==> src/include/gcsr_pkg.sv <==
// constants, types and register map of the command status and chroma-key block
`default_nettype none
package gcsr_pkg;
   //------------------------------------------------------------
   // register offsets
   //------------------------------------------------------------
   localparam logic [11:0] OFS_CTRL     = 12'h000; // control
   localparam logic [11:0] OFS_STATUS   = 12'h004; // status
   localparam logic [11:0] OFS_CUR_INFO = 12'h008; // current info
   localparam logic [11:0] OFS_CUR_LEN  = 12'h00C; // current length
   localparam logic [11:0] OFS_CUR_CNT  = 12'h010; // current count
   localparam logic [11:0] OFS_PRV_INFO = 12'h014; // previous info
   localparam logic [11:0] OFS_PRV_LEN  = 12'h018; // previous length
   localparam logic [11:0] OFS_PRV_CNT  = 12'h01C; // previous count
   localparam logic [11:0] OFS_KEY_HI   = 12'h020; // upper bounds
   localparam logic [11:0] OFS_KEY_LO   = 12'h024; // lower bounds
   //------------------------------------------------------------
   // control field positions
   //------------------------------------------------------------
   localparam int CTL_EN      = 0;  // engine enable
   localparam int CTL_RESTART = 1;  // restart, self clearing
   localparam int CTL_ABORT   = 2;  // abort, self clearing
   localparam int CTL_BPP_LO  = 4;  // depth select, 2 bits
   localparam int CTL_KEN_LO  = 8;  // component enables b,g,r
   //------------------------------------------------------------
   // status field positions
   //------------------------------------------------------------
   localparam int STS_ERR_LO = 4;  // error code, 4 bits
   localparam int STS_WRM    = 8;  // write master idle
   localparam int STS_RDM    = 9;  // read master idle
   //------------------------------------------------------------
   // values and counts
   //------------------------------------------------------------
   localparam logic [31:0] RST_WORD     = 32'h0000_0000; // word reset
   localparam logic [23:0] RST_KEY      = 24'h00_0000;   // bound reset
   localparam logic [2:0]  RST_KEN      = 3'h7;          // all enabled
   localparam logic [31:0] BYTES_PER_RD = 32'h0000_0004; // per read
   localparam logic [3:0]  ERR_NONE     = 4'h0;          // no error
   localparam logic [3:0]  ERR_ABT_NULL = 4'hE;          // abort, none
   localparam logic [3:0]  ERR_ABT_CMD  = 4'hF;          // abort, started
   localparam logic [7:0]  MSK_FULL     = 8'hFF;         // all bits
   localparam logic [7:0]  MSK_FIVE     = 8'hF8;         // upper five
   localparam logic [7:0]  MSK_SIX      = 8'hFC;         // upper six
   //------------------------------------------------------------
   // types
   //------------------------------------------------------------
   typedef enum logic [1:0] {
      PS_IDLE   = 2'b00,
      PS_ACTIVE = 2'b01,
      PS_STALL  = 2'b10
   } gcsr_pstate_t;

   typedef enum logic [1:0] {
      BPP_24 = 2'b00,
      BPP_16 = 2'b01,
      BPP_8  = 2'b10
   } gcsr_bpp_t;

   typedef struct packed {
      logic [31:0] info;  // command word
      logic [31:0] len;   // length word
      logic [31:0] cnt;   // bytes fetched
   } gcsr_cmd_t;

   typedef struct packed {
      logic [7:0] red;
      logic [7:0] green;
      logic [7:0] blue;
   } gcsr_rgb_t;
endpackage : gcsr_pkg
`default_nettype wire

==> src/logic/gcsr_top.sv <==
// command status, recovery and chroma-key compare behind an APB slave
//
// The APB interface to the registers was decided locally.
`timescale 1ns/10ps
`default_nettype none
module gcsr_top
   import gcsr_pkg::*;
#(
   parameter int ADDR_W = 12  // apb address width
) (
   input  wire logic         pclk,
   input  wire logic         presetn,
   input  wire logic         psel,
   input  wire logic         penable,
   input  wire logic         pwrite,
   input  wire logic [ADDR_W-1:0] paddr,
   input  wire logic [31:0]  pwdata,
   output var  logic [31:0]  prdata,
   output var  logic         pready,
   output var  logic         pslverr,
   input  wire logic         fifo_rd,
   input  wire logic [31:0]  fifo_data,
   input  wire logic         cmd_done,
   input  wire logic         cmd_error,
   input  wire logic [3:0]   cmd_error_code,
   input  wire logic         wr_master_idle,
   input  wire logic         rd_master_idle,
   input  wire logic         pix_valid,
   input  wire gcsr_rgb_t    pix_rgb,
   output var  logic         engine_enable,
   output var  gcsr_pstate_t parser_state,
   output var  logic         key_valid,
   output var  logic         key_match
);
   //------------------------------------------------------------
   // elaboration check
   //------------------------------------------------------------
   if (ADDR_W < 6 || ADDR_W > 12) begin : g_chk
      $error("ADDR_W must lie in 6..12");
   end

   //------------------------------------------------------------
   // state of the block
   //------------------------------------------------------------
   typedef struct packed {
      logic         en;        // engine enable
      gcsr_bpp_t    bpp;       // pixel depth
      logic [2:0]   ken;       // component enables r,g,b
      gcsr_pstate_t ps;        // parser state
      logic         hdr;       // header taken, length awaited
      logic [3:0]   err;       // error code
      gcsr_cmd_t    cur;       // current command
      gcsr_cmd_t    prv;       // last completed command
      gcsr_rgb_t    khi;       // upper bounds
      gcsr_rgb_t    klo;       // lower bounds
      logic         rdy;       // apb answer
      logic         serr;      // apb error
      logic [31:0]  rdat;      // apb read data
      logic         kval;      // compare result valid
      logic         kmat;      // compare result
   } gcsr_state_t;

   gcsr_state_t st_q;  // registered state
   gcsr_state_t st_d;  // next state

   //------------------------------------------------------------
   // functions
   //------------------------------------------------------------
   // inclusive range test on the masked bits
   function automatic logic in_range(
      input logic [7:0] v,
      input logic [7:0] lo,
      input logic [7:0] hi,
      input logic [7:0] m
   );
      in_range = ((v & m) >= (lo & m)) && ((v & m) <= (hi & m));
   endfunction : in_range

   // exact match of an address against one register offset
   function automatic logic hit(
      input logic [ADDR_W-1:0] a,
      input logic [11:0]       ofs
   );
      hit = (12'(a) == ofs);
   endfunction : hit

   //------------------------------------------------------------
   // read views, apb handshake, mask and control wires
   //------------------------------------------------------------
   logic [31:0] ctrl_word;  // control read view
   logic [31:0] stat_word;  // status read view
   logic        acc;        // access phase awaiting answer
   logic        commit;     // edge at which the access completes
   logic        wr_ok;      // write takes effect now
   logic [7:0]  mr;         // red mask
   logic [7:0]  mg;         // green mask
   logic [7:0]  mb;         // blue mask
   logic        use_r;      // red takes part
   logic        use_g;      // green takes part
   logic        use_b;      // blue takes part
   logic        en_new;     // enable value after this write
   logic        clr;        // restart or enable rise

   //------------------------------------------------------------
   // next-state logic
   //------------------------------------------------------------
   always_comb begin
      st_d   = st_q;
      acc    = psel && penable && !st_q.rdy;
      commit = psel && penable && st_q.rdy;
      wr_ok  = commit && pwrite && !st_q.serr;

      // read views
      ctrl_word = RST_WORD;
      ctrl_word[CTL_EN] = st_q.en;
      ctrl_word[CTL_BPP_LO +: 2] = st_q.bpp;
      ctrl_word[CTL_KEN_LO +: 3] = st_q.ken;
      stat_word = RST_WORD;
      stat_word[1:0] = st_q.ps;
      stat_word[STS_ERR_LO +: 4] = st_q.err;
      stat_word[STS_WRM] = wr_master_idle;
      stat_word[STS_RDM] = rd_master_idle;

      // apb answer: one wait state, data and error set together
      st_d.rdy  = acc;
      st_d.serr = 1'b0;      // error and data stand only with pready
      st_d.rdat = RST_WORD;
      if (acc) begin
         if (hit(paddr, OFS_CTRL)) begin
            st_d.rdat = ctrl_word;
         end else if (hit(paddr, OFS_STATUS)) begin
            st_d.rdat = stat_word;
         end else if (hit(paddr, OFS_CUR_INFO)) begin
            st_d.rdat = st_q.cur.info;
         end else if (hit(paddr, OFS_CUR_LEN)) begin
            st_d.rdat = st_q.cur.len;
         end else if (hit(paddr, OFS_CUR_CNT)) begin
            st_d.rdat = st_q.cur.cnt;
         end else if (hit(paddr, OFS_PRV_INFO)) begin
            st_d.rdat = st_q.prv.info;
         end else if (hit(paddr, OFS_PRV_LEN)) begin
            st_d.rdat = st_q.prv.len;
         end else if (hit(paddr, OFS_PRV_CNT)) begin
            st_d.rdat = st_q.prv.cnt;
         end else if (hit(paddr, OFS_KEY_HI)) begin
            st_d.rdat = {8'h00, st_q.khi};
         end else if (hit(paddr, OFS_KEY_LO)) begin
            st_d.rdat = {8'h00, st_q.klo};
         end else begin
            st_d.serr = 1'b1;  // unmapped address
         end
      end

      // parser tracking from the command FIFO
      case (st_q.ps)
         PS_IDLE: begin
            if (fifo_rd && !st_q.hdr) begin
               st_d.cur.info = fifo_data;                  // header word
               st_d.cur.cnt  = BYTES_PER_RD;
               st_d.hdr      = 1'b1;
            end else if (fifo_rd) begin
               st_d.cur.len = fifo_data;
               st_d.cur.cnt = st_q.cur.cnt + BYTES_PER_RD;
               st_d.hdr     = 1'b0;
               st_d.ps      = PS_ACTIVE;
            end
         end
         PS_ACTIVE: begin
            if (cmd_error) begin
               st_d.ps  = PS_STALL;
               st_d.err = cmd_error_code;
            end else if (cmd_done) begin
               st_d.prv.len  = st_q.cur.len;
               st_d.prv.info = st_q.cur.info;
               st_d.prv.cnt  = fifo_rd ? st_q.cur.cnt + BYTES_PER_RD
                                       : st_q.cur.cnt;
               st_d.cur      = '0;
               st_d.ps       = PS_IDLE;
            end else if (fifo_rd) begin
               st_d.cur.cnt = st_q.cur.cnt + BYTES_PER_RD;
            end
         end
         PS_STALL: begin
            st_d.ps = PS_STALL;  // FIFO reads ignored while stalled
         end
         default: begin
            st_d.ps = PS_IDLE;
         end
      endcase

      // control writes
      en_new = st_q.en;
      clr    = 1'b0;
      if (wr_ok && hit(paddr, OFS_CTRL)) begin
         en_new     = pwdata[CTL_EN];
         st_d.en    = pwdata[CTL_EN];
         st_d.bpp   = gcsr_bpp_t'(pwdata[CTL_BPP_LO +: 2]);
         st_d.ken   = pwdata[CTL_KEN_LO +: 3];
         clr        = pwdata[CTL_RESTART] || (en_new && !st_q.en);
         if (pwdata[CTL_ABORT] && !clr) begin
            // abort: header-less idle reads null, else keep started command
            st_d.ps = PS_STALL;
            if (st_q.ps == PS_IDLE && !st_q.hdr) begin
               st_d.err = ERR_ABT_NULL;
               st_d.cur = '0;
            end else begin
               st_d.err = ERR_ABT_CMD;
               st_d.cur = st_q.cur;
            end
            st_d.prv = st_q.prv;
            st_d.hdr = 1'b0;
         end
      end
      if (wr_ok && hit(paddr, OFS_KEY_HI)) begin
         st_d.khi = pwdata[23:0];
      end
      if (wr_ok && hit(paddr, OFS_KEY_LO)) begin
         st_d.klo = pwdata[23:0];
      end

      // restart or enable rise overrides any same-cycle completion
      if (clr) begin
         st_d.cur = '0;
         st_d.prv = '0;
         st_d.ps  = PS_IDLE;
         st_d.hdr = 1'b0;
         st_d.err = ERR_NONE;
      end

      // component masks per pixel depth
      case (st_q.bpp)
         BPP_16: begin
            mr = MSK_FIVE;
            mg = MSK_SIX;
            mb = MSK_FIVE;
            use_r = st_q.ken[2];
            use_g = st_q.ken[1];
         end
         BPP_8: begin
            mr = MSK_FULL;
            mg = MSK_FULL;
            mb = MSK_FULL;
            use_r = 1'b0;
            use_g = 1'b0;
         end
         default: begin
            mr = MSK_FULL;
            mg = MSK_FULL;
            mb = MSK_FULL;
            use_r = st_q.ken[2];
            use_g = st_q.ken[1];
         end
      endcase
      use_b = st_q.ken[0];

      // chroma-key compare, one cycle after the pixel
      st_d.kval = pix_valid;
      if (pix_valid) begin
         st_d.kmat =
            (!use_r || in_range(pix_rgb.red, st_q.klo.red, st_q.khi.red, mr)) &&
            (!use_g || in_range(pix_rgb.green, st_q.klo.green, st_q.khi.green, mg)) &&
            (!use_b || in_range(pix_rgb.blue, st_q.klo.blue, st_q.khi.blue, mb));
      end
   end

   //------------------------------------------------------------
   // state register
   //------------------------------------------------------------
   always_ff @(posedge pclk or negedge presetn) begin
      if (!presetn) begin
         st_q      <= '0;
         st_q.ken  <= RST_KEN;
         st_q.bpp  <= BPP_24;
         st_q.ps   <= PS_IDLE;
         st_q.err  <= ERR_NONE;
         st_q.prv  <= '0;
         st_q.khi  <= RST_KEY;
         st_q.klo  <= RST_KEY;
         st_q.rdat <= RST_WORD;
      end else begin
         st_q <= st_d;
      end
   end

   //------------------------------------------------------------
   // outputs straight from the state register
   //------------------------------------------------------------
   always_comb begin
      prdata        = st_q.rdat;
      pready        = st_q.rdy;
      pslverr       = st_q.serr;
      engine_enable = st_q.en;
      parser_state  = st_q.ps;
      key_valid     = st_q.kval;
      key_match     = st_q.kmat;
   end
endmodule : gcsr_top
`default_nettype wire

==> config.mk <==
export PLATFORM = sky130hd
export DESIGN_NAME = gcsr_top
export DESIGN_NICKNAME = d
export VERILOG_FILES = /design/src/include/gcsr_pkg.sv /design/src/logic/gcsr_top.sv
export SDC_FILE = /design/constraint.sdc
export NUM_CORES = 1
export LEC_CHECK = 0
export BUFFER_PORTS_ARGS = -buffer_cell sky130_fd_sc_hd__buf_2
export CORE_UTILIZATION = 36
export DETAILED_ROUTE_END_ITERATION = 10
export SETUP_SLACK_MARGIN = 0.3
export SKIP_CTS_REPAIR_TIMING = 1
export SLEW_MARGIN = 30
export SYNTH_ARGS = -nofsm -noshare
export SYNTH_HDL_FRONTEND = slang
export SYNTH_SLANG_ARGS = --single-unit
==> constraint.sdc <==
create_clock -name pclk -period 6.74 [get_ports pclk]
set_input_delay 0.337 -clock pclk [delete_from_list [all_inputs] [get_ports pclk]]
set_output_delay 0.337 -clock pclk [all_outputs]
set_load 0.02 [all_outputs]
# After elaboration in Yosys (flattened, before gate mapping)

Index checks and enable logic that the tools add are counted.

$add $sub $neg: 1
Order comparisons: 6
Eq/ne operators: 15
Muxes and demuxes: 50
Bitwise logic cells: 9
Reductions and logical operators: 31

Operator list:

| kind                    | number |
|---|---|
| $mux W199               | 3 |
| $mux W32                | 13 |
| $mux W192               | 1 |
| $mux W96                | 2 |
| $pmux W96 S2            | 1 |
| $mux W64                | 2 |
| $mux W97                | 1 |
| $and A8 B8 Y8           | 9 |
| $eq A12 B5 Y1 const B   | 4 |
| $mux W24                | 2 |
| $mux W33                | 1 |
| $add A32 B3 Y32 const B | 1 |
| $eq A12 B4 Y1 const B   | 2 |
| $eq A12 B6 Y1 const B   | 2 |
| $ge A8 B8 Y1            | 3 |
| $le A8 B8 Y1            | 3 |
| $logic_and A1 B1 Y1     | 17 |
| $mux W1                 | 15 |
| $eq A12 B3 Y1 const B   | 1 |
| $logic_not A12 Y1       | 1 |
| $logic_not A1 Y1        | 8 |
| $mux W2                 | 4 |
| $mux W4                 | 2 |
| $mux W3                 | 2 |
| 7 further kinds         | 12 |

Register bits after elaboration: 289
Logic and storage cells: 135

# Logic depth before layout (Yosys ltp)

Depth in word-level cells: 12
Mapped depth: 11
Gate-level depth less buffers: 10

# Least setup slack after synthesis

OpenSTA, ideal clock, no wires.

Path type: flip-flop to flip-flop
Start: register st_q, in the netlist ctrl_word[5]
End: register st_q, in the netlist key_match
Library setup time: 0.110 ns
Arrival: 2.085 ns
Required time: 6.630 ns
Setup slack: 4.544 ns
Cell stages (with the launch flop): 11
Path buffers: 1
Period minus slack after synthesis: 2.196 ns
Cell sequence: dfrtp_1 -> nand2b_1 -> clkbuf_1 -> and2_1 -> ha_1 -> nor2b_1 -> o21bai_1 -> a31oi_1 -> a211oi_1 -> a311oi_1 -> o41ai_1

Longest elaborated chain between the ends: 8
Elaborated cells between the ends (all ways): 31
Those cells by class: 6 x order compare; 2 x eq/ne; 4 x mux; 9 x bitwise; 10 x reduce/logical

RTL lines:

| element                                             | line                             | source |
|---|---|---|
| start, declared                                     | gcsr_top.sv:63                   | `gcsr_state_t st_q;` |
| start signal, assigned                              | gcsr_top.sv:281                  | `st_q <= st_d;` |
| $eq A2 B1 Y1                                        | gcsr_top.sv:231                  | `case (st_q.bpp)` |
| $mux W3 / $mux W2 (equally long branches)           | gcsr_top.sv:231                  |  |
| $and A8 B8 Y8                                       | gcsr_top.sv:76                   | `in_range = ((v & m) >= (lo & m)) && ((v & m) <= (hi & m));` |
| $ge A8 B8 Y1 / $le A8 B8 Y1 (equally long branches) | gcsr_top.sv:76                   |  |
| $logic_and A1 B1 Y1                                 | gcsr_top.sv:76                   |  |
| $logic_or A1 B1 Y1, on equally long branches        | gcsr_top.sv:260, gcsr_top.sv:261 |  |
| $logic_and A1 B1 Y1                                 | gcsr_top.sv:260                  | `(!use_r \|\| in_range(pix_rgb.red, st_q.klo.red, st_q.khi.red, mr)) &&` |
| $logic_and A1 B1 Y1 (*)                             | gcsr_top.sv:261                  | `(!use_g \|\| in_range(pix_rgb.green, st_q.klo.green, st_q.khi.green, mg)) &&` |

Mark *: on every way between the ends. The rest lies on a longest branch, timed or not.
A chain may end at the register's enable or synchronous reset.

# Worst setup path in the final report

Start: register st_q, in the netlist parser_state[0]
End: register st_q[221] in the netlist's numbering

Longest elaborated chain between the ends: 5
Elaborated cells between the ends (all ways): 8
Those cells by class: 2 x eq/ne; 4 x mux; 2 x reduce/logical

RTL lines:

| element                                                 | line                             | source |
|---|---|---|
| $eq A2 B1 Y1 / $logic_not A2 Y1 (equally long branches) | gcsr_top.sv:155, gcsr_top.sv:203 |  |
| $pmux W96 S2                                            | gcsr_top.sv:155                  | `case (st_q.ps)` |
| $mux W199                                               | gcsr_top.sv:200                  | `if (pwdata[CTL_ABORT] && !clr) begin` |
| $mux W199                                               | gcsr_top.sv:194                  | `if (wr_ok && hit(paddr, OFS_CTRL)) begin` |
| $mux W199                                               | gcsr_top.sv:222                  | `if (clr) begin` |

Parallel ways exist; a longest one is shown, timed or not. The select of a mux whose other input is x is not followed.

==> impl_metrics.env <==
export IMPL_dieArea_um2=44530
export IMPL_postRouteAntennaNets=0
export IMPL_yosys_warnings=0
export IMPL_avgSynthCellArea_um2=9.302
export IMPL_cp_arrival_ns=4.03
export IMPL_multi_input_area_um2=7614
export IMPL_syn_inst=1691
export IMPL_drc=0
export IMPL_cp_max_fo=24
export IMPL_skew_ns=0.01822
export IMPL_final_common_cell="dfrtp_1"
export IMPL_power_mw=5.646
export IMPL_grt_overflow=0
export IMPL_hold_class="primary input to flop"
export IMPL_ys_top_cells_by_area="dfrtp_1 (45%), nand2_1 (6.2%), a21oi_1 (5.4%)"
export IMPL_final_cell_mix="dfrtp_1 (286), nand2_1 (257), a21oi_1 (167)"
export IMPL_cp_start_kind="flop"
export IMPL_ys_types=71
export IMPL_synth_seq_cells=289
export IMPL_drt_wl_total_um=52330
export IMPL_clkSinkCount=289
export IMPL_drt_first_pass_iters=6
export IMPL_syn_nets=1856
export IMPL_outcome="finished with violations"
export IMPL_h_tree_depth=1
export IMPL_setup_violations=0
export IMPL_cts_buffers=31
export IMPL_grt_usage=0.2368
export IMPL_clock_path_buffers=3
export IMPL_worstSkewPairLatency_ns=0.58
export IMPL_relSlewSlack=0.3207
export IMPL_layout_nets=1912
export IMPL_tritoncts="done"
export IMPL_rsz0062_at_grt="false"
export IMPL_ff_latch_area_um2=7236
export IMPL_p_leak_nw=7.926
export IMPL_required_ns=7.24
export IMPL_final_hold_viol_count=3
export IMPL_whs_ns=-0.02061
export IMPL_drive_above_1_share=0.1745
export IMPL_slew_violations=0
export IMPL_netlist_area_leader_share=0.4550
export IMPL_finalCriticalPeriod_ns=3.534
export IMPL_endpoint_kind="flop"
export IMPL_fp_dieW_um=211.0
export IMPL_initial_utilization=0.3652
export IMPL_synth_seq_area_share=0.4600
export IMPL_p_per_area_nw_per_um2=315.8
export IMPL_critPathKind="flop to flop"
export IMPL_antenna_found_initial=4
export IMPL_io_pin_count=154
export IMPL_yosysTopAreaCell="dfrtp_1"
export IMPL_wire_per_inst_um=22.20
export IMPL_gp_congestion=0.9303
export IMPL_grt_pass1_vias=13600
export IMPL_routed_via_density=5.776
export IMPL_netlist_area_um2=15730
export IMPL_root_buffer="clkbuf_16"
export IMPL_worst_slew_pin_slew_ns=1.017
export IMPL_fin_crit_sh=0.5243
export IMPL_die_y_um=211.0
export IMPL_io_buffers=145
export IMPL_grt_pass1_wl_um=81120
export IMPL_ir_drop_mv=0.2283
export IMPL_violations="negative hold slack"
export IMPL_nFillCells=4286
export IMPL_clock_fmax_mhz=283.0
export IMPL_hpwlAfterDp_um=36050
export IMPL_core_area_um2=43080
export IMPL_drt_iter0_drc=1396
export IMPL_clkTransAtPathRegs_ns=0.06
export IMPL_synth_edf_count=0
export IMPL_area_delta_synth_final_pct=13.66
export IMPL_synthFlopType="dfrtp_1"
export IMPL_fin_tns_setup_ns=0
export IMPL_rows=76
export IMPL_postSynth_asyncResetShare=1.000
export IMPL_vias=13610
export IMPL_maxCapViolCount=0
export IMPL_grt_max_degree=106
## state kept, by name, indices dropped and copies added (netlist names)
name	flops
key_valid	1
prdata	32
engine_enable	1
ctrl_word	5
pslverr	1
key_match	1
pready	1
st_q	245
parser_state	2
## through the flow
stage	utilization	hold WS, ns	setup slack [ns]	instance area (um^2)	std cells
final	0.4150	-0.02061	3.206	17880	2357
after global routing	0.4150	0.0003108	3.103	17880	2356
after CTS	0.4126	-0.2534	3.303	17770	2347
after detailed placement	0.3863	0.3418	3.170	16640	2290
after global placement	0.3852	0.4562	3.166	16590	2289
after floorplan	-	0.04141	4.544	15730	1691
## critical path: stages (launching register included)
cell and delay (ns):
dfrtp_1 0.97, nor2_1 0.36, nand2_1 0.20, and4_1 0.74
a21oi_4 0.22, nor2_2 0.71, a22o_1 0.26
## cell type report
type                    instances  share of cell area
multi-input cells            1209              0.4259
flip-flops and latches        289              0.4047
repair buffers                173             0.05606
clock buffers                  44             0.05060
well taps                     585             0.04094
clock inverters                13             0.01267
inverters                      43            0.009028
diodes                          1           0.0001400
## worst paths after layout
kind,from,end,slack (ns),cells past startpoint
worst max-delay path,parser_state[0],st_q[221],3.21,6
worst min-delay path,pwdata[15],st_q[75],-0.02,3
worst max register to register,parser_state[0],st_q[221],3.21,6
worst min register to register,st_q[115],st_q[115],0.48,2
max in group asynchronous,presetn,st_q[242],5.12,3
min in group asynchronous,presetn,st_q[42],0.33,2
## synth_stat cells, types with 14 or more instances
cell and instances:
nor2_1 75, mux2_2 51, a22oi_1 14, buf_4 42, ha_1 50, buf_2 37, nor3_1 22, inv_1 43
o22ai_1 14, mux2i_1 17, nand4_1 16, nand2_1 258, and3_1 19, o21ai_1 23, xor2_1 16, a21oi_1 169
dfrtp_1 286, a221oi_1 15, a31oi_1 14, nand3_1 36, a221o_1 20, and2_1 18, o21ai_0 129, a22o_1 87
clkbuf_1 59
## where the power goes
| part | leakage (nW) | total [mW] | internal [mW] | switching, mW |
|---|---|---|---|---|
| logic | 3.63 | 1.27 | 0.498 | 0.772 |
| registers | 3.75 | 2.50 | 2.13 | 0.369 |
| clock network | 0.547 | 1.88 | 1.16 | 0.721 |
## routing by layer
layer | vias to the layer above | wire [um] | global-route usage
met4 | 6 | 2026 | 0.09970
met5 | - | 37 | 0
met1 | 6758 | 22050 | 0.3152
met2 | 551 | 24290 | 0.3786
li1 | 6179 | - | -
met3 | 119 | 3919 | 0.04193
## logic make-up (layout without fill, tap and decap cells)
family	after synthesis	count (layout)	share of synthesized area
buf+inv	193	273	0.06141
compound gates	556	556	0.2265
other cells	0	1	0
flops	289	289	0.4600
fa+ha+maj	50	50	0.03977
mux	68	68	0.04733
simple gates	508	508	0.1500
xor+xnor	27	27	0.01503
No activity file was read; power rests on OpenSTA's default activity.
